**config.mk**
```make
export PLATFORM = sky130hd
export DESIGN_NAME = encoder_motor_interface
export DESIGN_NICKNAME = d
export VERILOG_FILES = /design/src/logic/motor_if_pkg.sv /design/src/logic/encoder_motor_interface.sv
export VERILOG_INCLUDE_DIRS = /design/src /design/src/logic
export SDC_FILE = /design/constraint.sdc
export NUM_CORES = 1
export LEC_CHECK = 0
export ABC_AREA = 1
export BUFFER_PORTS_ARGS = -buffer_cell sky130_fd_sc_hd__buf_2
export CORE_MARGIN = 2
export CORE_UTILIZATION = 45
export CTS_CLUSTER_SIZE = 12
export DETAILED_ROUTE_END_ITERATION = 7
export PLACE_DENSITY_LB_ADDON = 0.12
export REMOVE_ABC_BUFFERS = 1
export SYNTH_ARGS = -nofsm -noshare
export SYNTH_HDL_FRONTEND = slang
export SYNTH_SLANG_ARGS = --single-unit
export TNS_END_PERCENT = 100
```
**constraint.sdc**
```tcl
create_clock -name clock -period 9.86 [get_ports clock]
set_input_delay 1.479 -clock clock [delete_from_list [all_inputs] [get_ports clock]]
set_output_delay 1.479 -clock clock [all_outputs]
set_load 0.01 [all_outputs]
```
**src/logic/motor_if_regs.svh**
```systemverilog
// constants of the motor interface: clock rates, widths, timing counts
// assumes a 50 MHz system clock
`ifndef MOTOR_IF_REGS_SVH
`define MOTOR_IF_REGS_SVH
`define CLK_MHZ          50
`define MAX_COUNT_MHZ    12
`define POS_W            32
`define DAC_W            16
`define ADC_W            12
`define GPIN_N           7
`define GPOUT_N          3
`define WDOG_TIMEOUT_US  1000
`define WDOG_CYCLES      (`WDOG_TIMEOUT_US * `CLK_MHZ)
`define STEP_HIGH_NS     1000
`define STEP_HIGH_CYCLES ((`STEP_HIGH_NS * `CLK_MHZ + 999) / 1000)
`define DAC_MID          16'h8000
`endif

```
**src/logic/motor_if_pkg.sv**
```systemverilog
// types shared by the motor interface
package motor_if_pkg;
  typedef enum logic [2:0] {
    MODE_SERVO     = 3'b001,
    MODE_BRUSHLESS = 3'b010,
    MODE_STEPPER   = 3'b100
  } motor_mode_t;
  typedef enum logic [2:0] {
    WD_POWERUP = 3'b001,
    WD_RUN     = 3'b010,
    WD_TRIPPED = 3'b100
  } wdog_state_t;
endpackage

```
**src/logic/encoder_motor_interface.sv**
```systemverilog
// encoder decode, position latch, motor command outputs and watchdog for one axis
// assumes inputs synchronous to clock; the processor supplies commands and kicks
//
// Functional notes
// - decode quadrature up to 12 MHz count
// - single-ended or differential, four counts per cycle
// - index input zeroes the position count
// - stepper feedback also takes pulse plus direction
// - stepper mode drives step and direction
// - servo mode drives one 16-bit command
// - brushless mode drives two phase commands
// - hall inputs seed commutation phase after reset
// - general input edge captures position
// - seven inputs, three outputs, two 12-bit analogs
// - amplifier enable high only while serviced
// - watchdog trip lights axis error
// - trip holds until reset
// - signed 32-bit position count
`timescale 1ns/1ps
`include "motor_if_regs.svh"

module encoder_motor_interface #(
  parameter int unsigned WDOG_CYCLES = `WDOG_CYCLES
) (
  input  wire logic                      clock,
  input  wire logic                      rst_n,
  input  wire motor_if_pkg::motor_mode_t mode,
  input  wire logic                      differential,
  input  wire logic                      pulse_dir_feedback,
  input  wire logic                      index_enable,
  input  wire logic                      encoder_phase_a,
  input  wire logic                      encoder_phase_b,
  input  wire logic                      encoder_phase_a_neg,
  input  wire logic                      encoder_phase_b_neg,
  input  wire logic                      encoder_index,
  input  wire logic [2:0]                hall_in,
  input  wire logic                      commutation_ready,
  input  wire logic [`DAC_W-1:0]         servo_command,
  input  wire logic [`DAC_W-1:0]         phase_amplitude,
  input  wire logic [7:0]                phase_advance,
  input  wire logic                      step_request,
  input  wire logic                      step_direction,
  input  wire logic [`GPIN_N-1:0]        general_in,
  input  wire logic [2:0]                latch_select,
  input  wire logic                      latch_arm,
  input  wire logic [`GPOUT_N-1:0]       general_out_set,
  input  wire logic [`ADC_W-1:0]         analog_in_0,
  input  wire logic [`ADC_W-1:0]         analog_in_1,
  input  wire logic                      wdog_kick,
  output logic signed [`POS_W-1:0]       position,
  output logic signed [`POS_W-1:0]       latched_position,
  output logic                           latch_done,
  output logic [`DAC_W-1:0]              dac_a,
  output logic [`DAC_W-1:0]              dac_b,
  output logic                           step_out,
  output logic                           direction_out,
  output logic [`GPIN_N-1:0]             general_in_q,
  output logic [`GPOUT_N-1:0]            general_out,
  output logic [`ADC_W-1:0]              analog_0_q,
  output logic [`ADC_W-1:0]              analog_1_q,
  output logic [7:0]                     commutation_phase,
  output logic                           amplifier_enable_out,
  output logic                           axis_error
);
  import motor_if_pkg::*;

  // ==========================================================
  // input synchronisers
  logic [1:0] a_s1_q, a_s2_q;
  logic       idx_s1_q, idx_s2_q, idx_old_q;
  logic [1:0] ab_old_q;
  logic [1:0] ab_now;
  logic       count_up, count_dn;
  logic       index_hit;
  // edge detectors stay blind until the pipeline holds real pin values
  logic [2:0] fill_q;

  always_ff @(posedge clock or negedge rst_n) begin
    if (!rst_n) begin
      a_s1_q   <= 2'h0;
      a_s2_q   <= 2'h0;
      idx_s1_q <= 1'b0;
      idx_s2_q <= 1'b0;
      fill_q   <= 3'h0;
    end else begin
      // differential pairs read a phase high only while its negative leg is low; a stuck-high negative leg holds the phase low
      a_s1_q   <= differential ? {encoder_phase_b & ~encoder_phase_b_neg, encoder_phase_a & ~encoder_phase_a_neg}
                               : {encoder_phase_b, encoder_phase_a};
      a_s2_q   <= a_s1_q;
      idx_s1_q <= encoder_index;
      idx_s2_q <= idx_s1_q;
      fill_q   <= {fill_q[1:0], 1'b1};
    end
  end

  assign ab_now = a_s2_q;
  assign index_hit = index_enable && idx_s2_q && !idx_old_q && fill_q[2];

  // ==========================================================
  // quadrature and pulse/direction decode
  always_comb begin
    count_up = 1'b0;
    count_dn = 1'b0;
    if (pulse_dir_feedback && mode == MODE_STEPPER) begin
      // phase a is pulse, phase b is direction
      count_up = ab_now[0] & ~ab_old_q[0] & ab_now[1];
      count_dn = ab_now[0] & ~ab_old_q[0] & ~ab_now[1];
    end else begin
      // gray step forward: 00->01->11->10; both bits changing is ignored
      unique case ({ab_old_q, ab_now})
        4'b0001, 4'b0111, 4'b1110, 4'b1000: count_up = 1'b1;
        4'b0010, 4'b1011, 4'b1101, 4'b0100: count_dn = 1'b1;
        default: ;
      endcase
    end
    if (!fill_q[2]) {count_up, count_dn} = 2'b00;
  end

  always_ff @(posedge clock or negedge rst_n) begin
    if (!rst_n) begin
      ab_old_q  <= 2'h0;
      idx_old_q <= 1'b0;
    end else begin
      ab_old_q  <= ab_now;
      idx_old_q <= idx_s2_q;
    end
  end

  always_ff @(posedge clock or negedge rst_n) begin
    if (!rst_n) begin
      position <= '0;
    end else if (index_hit) begin
      position <= '0;
    end else if (count_up) begin
      position <= position + 32'sd1;
    end else if (count_dn) begin
      position <= position - 32'sd1;
    end
  end

  // ==========================================================
  // position capture on general input edge
  logic trig_old_q;
  logic trig_now;
  assign trig_now = general_in_q[latch_select];

  always_ff @(posedge clock or negedge rst_n) begin
    if (!rst_n) begin
      general_in_q <= '0;
      trig_old_q   <= 1'b0;
      general_out  <= '0;
      analog_0_q   <= '0;
      analog_1_q   <= '0;
    end else begin
      general_in_q <= general_in;
      trig_old_q   <= trig_now;
      general_out  <= general_out_set;
      analog_0_q   <= analog_in_0;
      analog_1_q   <= analog_in_1;
    end
  end

  always_ff @(posedge clock or negedge rst_n) begin
    if (!rst_n) begin
      latched_position <= '0;
      latch_done       <= 1'b0;
    end else if (latch_arm && trig_now && !trig_old_q && fill_q[2]) begin
      latched_position <= position;
      latch_done       <= 1'b1;
    end else if (latch_arm) begin
      latch_done <= 1'b0;
    end
  end

  // ==========================================================
  // commutation phase from hall sectors
  logic [7:0] hall_phase;
  logic       seeded_q;

  always_comb begin
    unique case (hall_in)
      3'b001:  hall_phase = 8'h00;
      3'b011:  hall_phase = 8'h2b;
      3'b010:  hall_phase = 8'h55;
      3'b110:  hall_phase = 8'h80;
      3'b100:  hall_phase = 8'haa;
      3'b101:  hall_phase = 8'hd5;
      default: hall_phase = 8'h00;
    endcase
  end

  always_ff @(posedge clock or negedge rst_n) begin
    if (!rst_n) begin
      commutation_phase <= 8'h00;
      seeded_q          <= 1'b0;
    end else if (!seeded_q && commutation_ready) begin
      commutation_phase <= hall_phase;
      seeded_q          <= 1'b1;
    end else if (seeded_q) begin
      commutation_phase <= hall_phase + phase_advance;
    end
  end

  // coarse sine: triangle of the phase, scaled by amplitude
  function automatic logic [`DAC_W-1:0] phase_out(input logic [7:0] ph, input logic [`DAC_W-1:0] amp);
    logic [6:0]  tri_v;
    logic [22:0] prod;
    tri_v = {1'b0, ph[6] ? ~ph[5:0] : ph[5:0]};
    prod  = {8'h00, amp[`DAC_W-1:1]} * {16'h0000, tri_v};
    return ph[7] ? `DAC_MID - prod[21:6] : `DAC_MID + prod[21:6];
  endfunction

  // ==========================================================
  // motor command outputs
  always_ff @(posedge clock or negedge rst_n) begin
    if (!rst_n) begin
      dac_a <= `DAC_MID;
      dac_b <= `DAC_MID;
    end else if (!amplifier_enable_out) begin
      dac_a <= `DAC_MID;
      dac_b <= `DAC_MID;
    end else begin
      unique case (mode)
        MODE_SERVO: begin
          dac_a <= servo_command;
          dac_b <= `DAC_MID;
        end
        MODE_BRUSHLESS: begin
          dac_a <= phase_out(commutation_phase, phase_amplitude);
          dac_b <= phase_out(commutation_phase + 8'h55, phase_amplitude);
        end
        MODE_STEPPER: begin
          dac_a <= `DAC_MID;
          dac_b <= `DAC_MID;
        end
        default: begin
          dac_a <= `DAC_MID;
          dac_b <= `DAC_MID;
        end
      endcase
    end
  end

  logic [7:0] step_cnt_q;
  always_ff @(posedge clock or negedge rst_n) begin
    if (!rst_n) begin
      step_out      <= 1'b0;
      direction_out <= 1'b0;
      step_cnt_q    <= 8'h00;
    end else if (step_cnt_q != 8'h00) begin
      step_cnt_q <= step_cnt_q - 8'h01;
      step_out   <= (step_cnt_q != 8'h01);
    end else if (mode == MODE_STEPPER && step_request && amplifier_enable_out) begin
      direction_out <= step_direction;
      step_out      <= 1'b1;
      step_cnt_q    <= 8'(`STEP_HIGH_CYCLES);
    end
  end

  // ==========================================================
  // watchdog
  wdog_state_t          wd_q;
  logic [31:0]          wd_cnt_q;

  always_ff @(posedge clock or negedge rst_n) begin
    if (!rst_n) begin
      wd_q     <= WD_POWERUP;
      wd_cnt_q <= '0;
    end else begin
      unique case (wd_q)
        WD_POWERUP: if (wdog_kick) begin
          wd_q     <= WD_RUN;
          wd_cnt_q <= '0;
        end
        WD_RUN: if (wdog_kick) begin
          wd_cnt_q <= '0;
        end else if (wd_cnt_q >= WDOG_CYCLES - 1) begin
          wd_q <= WD_TRIPPED;
        end else begin
          wd_cnt_q <= wd_cnt_q + 32'd1;
        end
        WD_TRIPPED: wd_q <= WD_TRIPPED;
      endcase
    end
  end

  always_ff @(posedge clock or negedge rst_n) begin
    if (!rst_n) begin
      amplifier_enable_out <= 1'b0;
      axis_error           <= 1'b1;
    end else begin
      amplifier_enable_out <= (wd_q == WD_RUN) && !(wd_cnt_q >= WDOG_CYCLES - 1 && !wdog_kick);
      axis_error           <= (wd_q != WD_RUN) || (wd_cnt_q >= WDOG_CYCLES - 1 && !wdog_kick);
    end
  end

  // ==========================================================
  // checks
  a_enable_tripped: assert property (@(posedge clock) disable iff (!rst_n)
    wd_q == WD_TRIPPED |=> !amplifier_enable_out && axis_error)
    else $error("enable high after trip");
  a_trip_sticky: assert property (@(posedge clock) disable iff (!rst_n)
    wd_q == WD_TRIPPED |=> wd_q == WD_TRIPPED)
    else $error("trip left without reset");
  a_enable_kicked: assert property (@(posedge clock) disable iff (!rst_n)
    amplifier_enable_out |-> $past(wd_q) != WD_POWERUP || wd_q == WD_RUN)
    else $error("enable without service");
  a_count_up_step: assert property (@(posedge clock) disable iff (!rst_n)
    count_up && !index_hit |=> position == $past(position) + 32'sd1)
    else $error("count up lost");
  a_count_dn_step: assert property (@(posedge clock) disable iff (!rst_n)
    count_dn && !index_hit |=> position == $past(position) - 32'sd1)
    else $error("count down lost");
  a_illegal_none: assert property (@(posedge clock) disable iff (!rst_n)
    !(pulse_dir_feedback && mode == MODE_STEPPER) && ab_old_q == ~ab_now |-> !count_up && !count_dn)
    else $error("illegal transition counted");
  a_index_zero: assert property (@(posedge clock) disable iff (!rst_n)
    index_hit |=> position == 32'sd0)
    else $error("index did not zero");
  a_latch_capture: assert property (@(posedge clock) disable iff (!rst_n)
    latch_arm && trig_now && !trig_old_q && fill_q[2] |=> latch_done && latched_position == $past(position))
    else $error("capture missed");
  a_servo_command: assert property (@(posedge clock) disable iff (!rst_n)
    mode == MODE_SERVO && amplifier_enable_out |=> dac_a == $past(servo_command))
    else $error("servo command not driven");
  a_hall_seed: assert property (@(posedge clock) disable iff (!rst_n)
    !seeded_q && commutation_ready |=> commutation_phase == $past(hall_phase))
    else $error("hall seed wrong");

endmodule  // encoder_motor_interface

```
==> out/metrics.csv, run 1 <==
stage,metric,value,unit
place,placed_cell_area,17400,sq um
worst_setup_path,worstReg2RegStart,commutation_phase[0],
detailed_routing,drt_wl_total,39100,microns
grt,grt_pass1_wl,65700,microns
worst_setup_path,crit_top_cell,nand2_1,
grt,grt.met1_usage,0.296,
yosys,yosysTopAreaCell,dfrtp_1,
worst_setup_path,slowest_stage,fa_1,
detailed_routing,avgRoutedWirePerCell,14.7,microns
yosys,ys_warn_count,0,
worst_setup_path,r2r_end,dac_b[12],
grt,antenna_found_initial,0,
timing,rsz0062_at_grt,false,
place,hpwl,31300,microns
timing,worst_pin_slew,1090,ps
yosys,synth.distinct_cells,65,
floorplanning,start_util,0.455,
yosys,synth_xor_area_frac,0.0235,
grt,grtUsageTotal,0.224,
timing,setup_violations,0,
yosys,synthCells,1972,
floorplanning,die_area,36400,sq um
cells_and_area,num-nets-final,2501,
grt,grt_pass1_vias,13400,
worst_setup_path,r2r_slack,3730,ps
clocking,cts_made_buffers,17,
clocking,clk_pin_slew_worst_paths,80,ps
timing,skew,12.7,ps
cells_and_area,drive_gt1_frac,0.169,
timing,fmax,163,MHz
yosys,synth_top_family_by_area,simple AND/OR/NAND/NOR gates,
yosys,ys_ff_latch,200,
clocking,hold_buffers,0,
place,port_buffers,239,
detailed_routing,route.vias.total,13500,
clocking,clock_sinks,200,
clocking,ctsRootBufferMaster,clkbuf_16,
detailed_routing,drtPass1Iterations,5,
grt,use_met2,0.384,
worst_setup_path,path_max_fanout,13,
timing,fin_tns_setup,0,ps
detailed_routing,routed_via_density,5.06,
timing,drv_slew,0,
timing,finalHoldViolations,0,
detailed_routing,ant_nets,0,
place,gp_congestion,0.923,
worst_setup_path,arrival,6520,ps
clocking,clk_latency,460,ps
worst_setup_path,cp-end-kind,flop,
yosys,synth_most_common_cell,nand2_1,
worst_setup_path,cp_data_required_time,10250,ps
clocking,cts_resized,0,
grt,gr-max-usage-layer,met2,
yosys,synth_top_flop_cell,dfrtp_1,
floorplanning,io_pins,241,
yosys,avgSynthCellArea,7.96,sq um
hold_path,hp-class,reg2reg,
run_status,status,finished clean,
worst_setup_path,r2r_cells,31,
yosys,yosysSeqAreaShare,0.319,
grt,grtUsageMet3,0.0337,
floorplanning,row_count,68,
worst_setup_path,critical_path_class,reg2reg,
floorplanning,core,34500,sq um
grt,grt-ovfl-total,0,
yosys,synth_simple_gate_area_frac,0.233,
worst_setup_path,cp-startpoint,commutation_phase[0],
yosys,async_flop_share,1.00,
yosys,synth.area.mux_share,0.00143,
worst_setup_path,crit_end,dac_b[12],
cells_and_area,diodes,0,
worst_setup_path,max_stage_delay,550,ps
floorplanning,die_h,191,microns
timing,fin_crit_sh,0.622,
floorplanning,fp.dieW,191,microns
timing,min_period,6130,ps
cells_and_area,design_area,18000,sq um
clocking,cts_tree,built,
clocking,h-tree-depth,4,
flow_run,cap_violations,0,
timing,slew_headroom,0.270,
cells_and_area,post-route-util,0.521,
yosys,yosysTopAreaCellShare,0.313,
yosys,synth_area_leaders,"dfrtp_1 31%, fa_1 14%, nand2_1 9.0%",
grt,grt_max_degree,83,
clocking,cts_setup_buffers,0,
detailed_routing,drt-initial-drc-count,902,
cells_and_area,synthToLayoutAreaGrowth,14.4,%
yosys,synth_edf_count,0,
yosys,synth_adder_area_share,0.213,
clocking,clockBufferDepth,2,
worst_setup_path,critPathLaunchType,flop,
yosys,synth_common_cells,"378 x nand2_1, 332 x inv_1, 238 x nor2_1",
yosys,synth-compound-area-share,0.117,
detailed_routing,drcViolationCount,0,
yosys,synth_area,15700,sq um
cell usage in the layout, fill, tap and decap left out, drive strengths merged, types with 7 or more instances in the layout:
cell type  instances
a31oi             11
xnor2             13
or2                8
clkbuf            19
a21boi             7
nor3              24
o22ai             20
a22oi              7
fa               106
dfrtp            196
nor4              11
nand4             19
o21ai            135
o21a               8
nand3             79
nand2            417
a21oi            110
buf              243
inv              350
nor2             250
clkinv            10
xor2              24
ha                97
routing by layer:
| metal | vias to the layer above | part of all wire |
|---|---|---|
| met2 | 323 | 0.48 |
| met3 | 33 | 0.051 |
| met4 | 0 | 0.016 |
| met5 | - | 0 |
| met1 | 6419 | 0.45 |
| li1 | 6723 | - |
worst min path at each step:
stage          cells after the start  slack, ps       from        end
6_report                           0        340  fill_q[1]  fill_q[2]
2_1_floorplan                      0        330  a_s1_q[0]  a_s2_q[0]
3_3_place_gp                       0        330  fill_q[0]  fill_q[1]
5_1_grt                            0        360  fill_q[1]  fill_q[2]
3_5_place_dp                       0        330  fill_q[1]  fill_q[2]
4_1_cts                            0        350  fill_q[1]  fill_q[2]
layout make-up:
cell class | instances | area, sq um
Multi-Input combinational cell | 1388 | 9230
Clock inverter | 14 | 159
Timing Repair Buffer | 244 | 1240
Sequential cell | 200 | 5010
Inverter | 349 | 1320
Clock buffer | 18 | 429
Tap cell | 455 | 569
Fill cell | 3414 | 16500
cell families (layout without fill, tap and decap cells):
kind of cell / Yosys count / in the layout
xor+xnor: 37 / 37
simple gates: 820 / 820
other cells: 1 / 1
compound gates: 325 / 325
fa+ha+maj: 203 / 203
buf+inv: 384 / 625
flops: 200 / 200
mux: 2 / 2
sequential cells by signal, summed over array words and instances (netlist names), 8 cells and up:
register and cells:
latched_position 32, position 32, wd_cnt_q 32, dac_a 16
dac_b 16, analog_0_q 12, analog_1_q 12, commutation_phase 8
step_cnt_q 8
critical path: cells and delay by family, from the launching register on:
kind	cells	cell delay, ps
AND/OR/NAND/NOR	19	2430
adder cells (fa/ha/maj)	6	2380
AO/OA/AOI/OAI	2	540
flip-flops	1	440
buffers and inverters	4	250
stage by stage:
stage | hold WS (ps) | std cells | setup WS (ps)
after global placement | 333 | 2636 | 3670
after detailed placement | 335 | 2636 | 3680
final | 337 | 2668 | 3730
after CTS | 345 | 2668 | 3710
after global routing | 362 | 2668 | 3270
after floorplan | 331 | 1937 | 4370
Power of run 1 is left out: the tool's default activity adds up to more than one toggle a clock period on the data nets, which glitch-free logic cannot reach.
==> run 2, diff against run 1 <==
==> constraint.sdc (replaced) <==
create_clock -name clock -period 5.4 [get_ports clock]
set_input_delay 0.81 -clock clock [delete_from_list [all_inputs] [get_ports clock]]
set_output_delay 0.81 -clock clock [all_outputs]
set_load 0.01 [all_outputs]
==> out/metrics.csv, run 2 (synthesis results as in run 1) <==
stage,metric,value,unit,change
run_status,status,finished clean,,
worst_setup_path,critical_path_class,reg2reg,,
hold_path,hold_depth,0,,unchanged
worst_setup_path,worstReg2RegStart,commutation_phase[0],,
timing,skew,14.7,ps,+1.99 ps
hold_path,holdPathEnd,fill_q[1],,
worst_setup_path,arrival,5570,ps,-950 ps
cells_and_area,diodes,0,,unchanged
floorplanning,start_util,0.455,,unchanged
cells_and_area,drive_gt1_frac,0.251,,+0.0815
cells_and_area,nFillCells,3208,,-6.0%
worst_setup_path,path_max_fanout,9,,-4
floorplanning,core,34500,sq um,unchanged
clocking,ctsRootBufferMaster,clkbuf_16,,
timing,fmax,192,MHz,+18%
grt,grt_pass1_wl,65900,microns,+0.28%
clocking,clk_latency,460,ps,about the same
timing,timing.hold.ws,349,ps,+12.1 ps
place,gp_congestion,0.947,,+2.6%
timing,fin_crit_sh,0.963,,+0.342
cells_and_area,multi_input_area,9860,sq um,+6.8%
cells_and_area,num-nets-final,2595,,+3.8%
detailed_routing,drt_wl_total,40800,microns,+4.2%
detailed_routing,drt-initial-drc-count,667,,-26%
timing,min_period,5200,ps,-928 ps
timing,drv_slew,0,,unchanged
floorplanning,row_count,68,,unchanged
detailed_routing,drtPass1Iterations,5,,unchanged
clocking,cts_tree,built,,
grt,grtUsageTotal,0.226,,+0.00136
grt,antenna_found_initial,0,,unchanged
clocking,clock_sinks,200,,unchanged
timing,slew_headroom,0.278,,+0.00813
worst_setup_path,r2r_cells,30,,-3.2%
detailed_routing,routed_via_density,5.10,,+0.81%
timing,setup_violations,0,,unchanged
clocking,clk_pin_slew_worst_paths,80,ps,about the same
cells_and_area,final_common_cell,nand2_1,,
clocking,hold_buffers,0,,unchanged
worst_setup_path,slowest_stage,fa_1,,
cells_and_area,top_regs,"latched_position (32), position (32), wd_cnt_q (32)",,
cells_and_area,regArea,5010,sq um,unchanged
worst_setup_path,r2r_end,dac_b[8],,
clocking,h-tree-depth,4,,unchanged
place,dpl.cell_count,2707,,+2.7%
grt,grt-ovfl-total,0,,unchanged
worst_setup_path,crit_top_cell,nand2_2,,
hold_path,hp-start,fill_q[0],,
worst_setup_path,critPathLaunchType,flop,,
place,placed_cell_area,17900,sq um,+3.3%
detailed_routing,ant_nets,0,,unchanged
timing,worst_pin_slew,1070,ps,-19.9 ps
floorplanning,die_area,36400,sq um,unchanged
floorplanning,fp.dieW,191,microns,unchanged
worst_setup_path,cp-end-kind,flop,,
cells_and_area,final_cells,2762,,+3.5%
place,port_buffers,239,,unchanged
cells_and_area,synthToLayoutAreaGrowth,23.7,%,
worst_setup_path,cp_data_required_time,5770,ps,-4480 ps
detailed_routing,avgRoutedWirePerCell,14.8,microns,+0.67%
flow_run,cap_violations,0,,unchanged
floorplanning,io_pins,241,,unchanged
clocking,clockBufferDepth,2,,unchanged
worst_setup_path,max_stage_delay,530,ps,-20 ps
clocking,cts_made_buffers,17,,unchanged
cells_and_area,layout_common_cells,"353 x nand2_1, 324 x inv_1, 238 x buf_2, 215 x nor2_1, 196 x dfrtp_1",,
detailed_routing,drcViolationCount,0,,unchanged
hold_path,hp-class,reg2reg,,
floorplanning,die_h,191,microns,unchanged
cells_and_area,design_area,19400,sq um,+8.1%
place,hpwl,31700,microns,+1.2%
worst_setup_path,r2r_slack,200,ps,-3530 ps
timing,finalHoldViolations,0,,unchanged
grt,grt_max_degree,102,,+23%
grt,grt_pass1_vias,13700,,+2.2%
detailed_routing,route.vias.total,14100,,+4.4%
timing,rsz0062_at_grt,true,,
-- run 2: changes by cell type in the layout (fill, tap and decap cells not counted), sizes merged --
cell      before  now
clkbuf        19   21
buf          243  335
clkinvlp       3    2
inv          350  351
-- run 2: per-stage QoR --
step,TNS [ps],setup slack [ps],util
detailed placement,-689,-142,0.521
global placement,-289,-74.5,0.521
floorplan,-290,-90.2,-
global route,-537,-116,0.563
CTS,-2.48,-2.48,0.539
finish,0,198,0.563
-- run 2: final cells by class --
type / count / area share
clock buffers: 19 / 0.0233
clock inverters: 13 / 0.00760
inverters: 349 / 0.0682
multi-input cells: 1388 / 0.508
flip-flops and latches: 200 / 0.258
well taps: 455 / 0.0293
repair buffers: 337 / 0.105
repair inverters: 1 / 0.000387
-- run 2: worst max-delay path by stage --
| stage | startpoint | end | slack, ps | depth (start not counted) |
|---|---|---|---|---|
| 2_1_floorplan | commutation_phase[0] | dac_b[14] | -90 | 32 |
| 3_3_place_gp | commutation_phase[0] | dac_b[14] | -70 | 31 |
| 3_5_place_dp | commutation_phase[0] | dac_b[14] | -140 | 33 |
| 4_1_cts | commutation_phase[0] | dac_b[8] | -2 | 31 |
| 5_1_grt | commutation_phase[0] | dac_b[14] | -120 | 31 |
| 6_report | commutation_phase[0] | dac_b[8] | 200 | 30 |
-- run 2: timing repair --
action / in CTS / in global routing
setup endpoints to repair: 10 / 21
buffers inserted: 0 / 21
pin swaps: 0 / 67
gates cloned: 0 / 2
resized for setup: 7 / 151
-- run 2: critical path: cells and delay by family (launching register included) --
family | cells | cell delay (ps)
AOI/OAI and AO/OA | 2 | 340
xor gates and xnor gates | 2 | 400
and+or+nand+nor | 14 | 1320
adders and majority gates | 6 | 2120
buffers and inverters | 6 | 550
DFF | 1 | 410
-- run 2: layer usage --
layer,vias up,track usage,part of all wire
met4,0,0.0608,0.018
met1,6754,0.295,0.44
li1,6922,-,-
met3,49,0.0420,0.056
met2,362,0.383,0.49
met5,-,0,0
Power of run 2 is left out for the same reason.
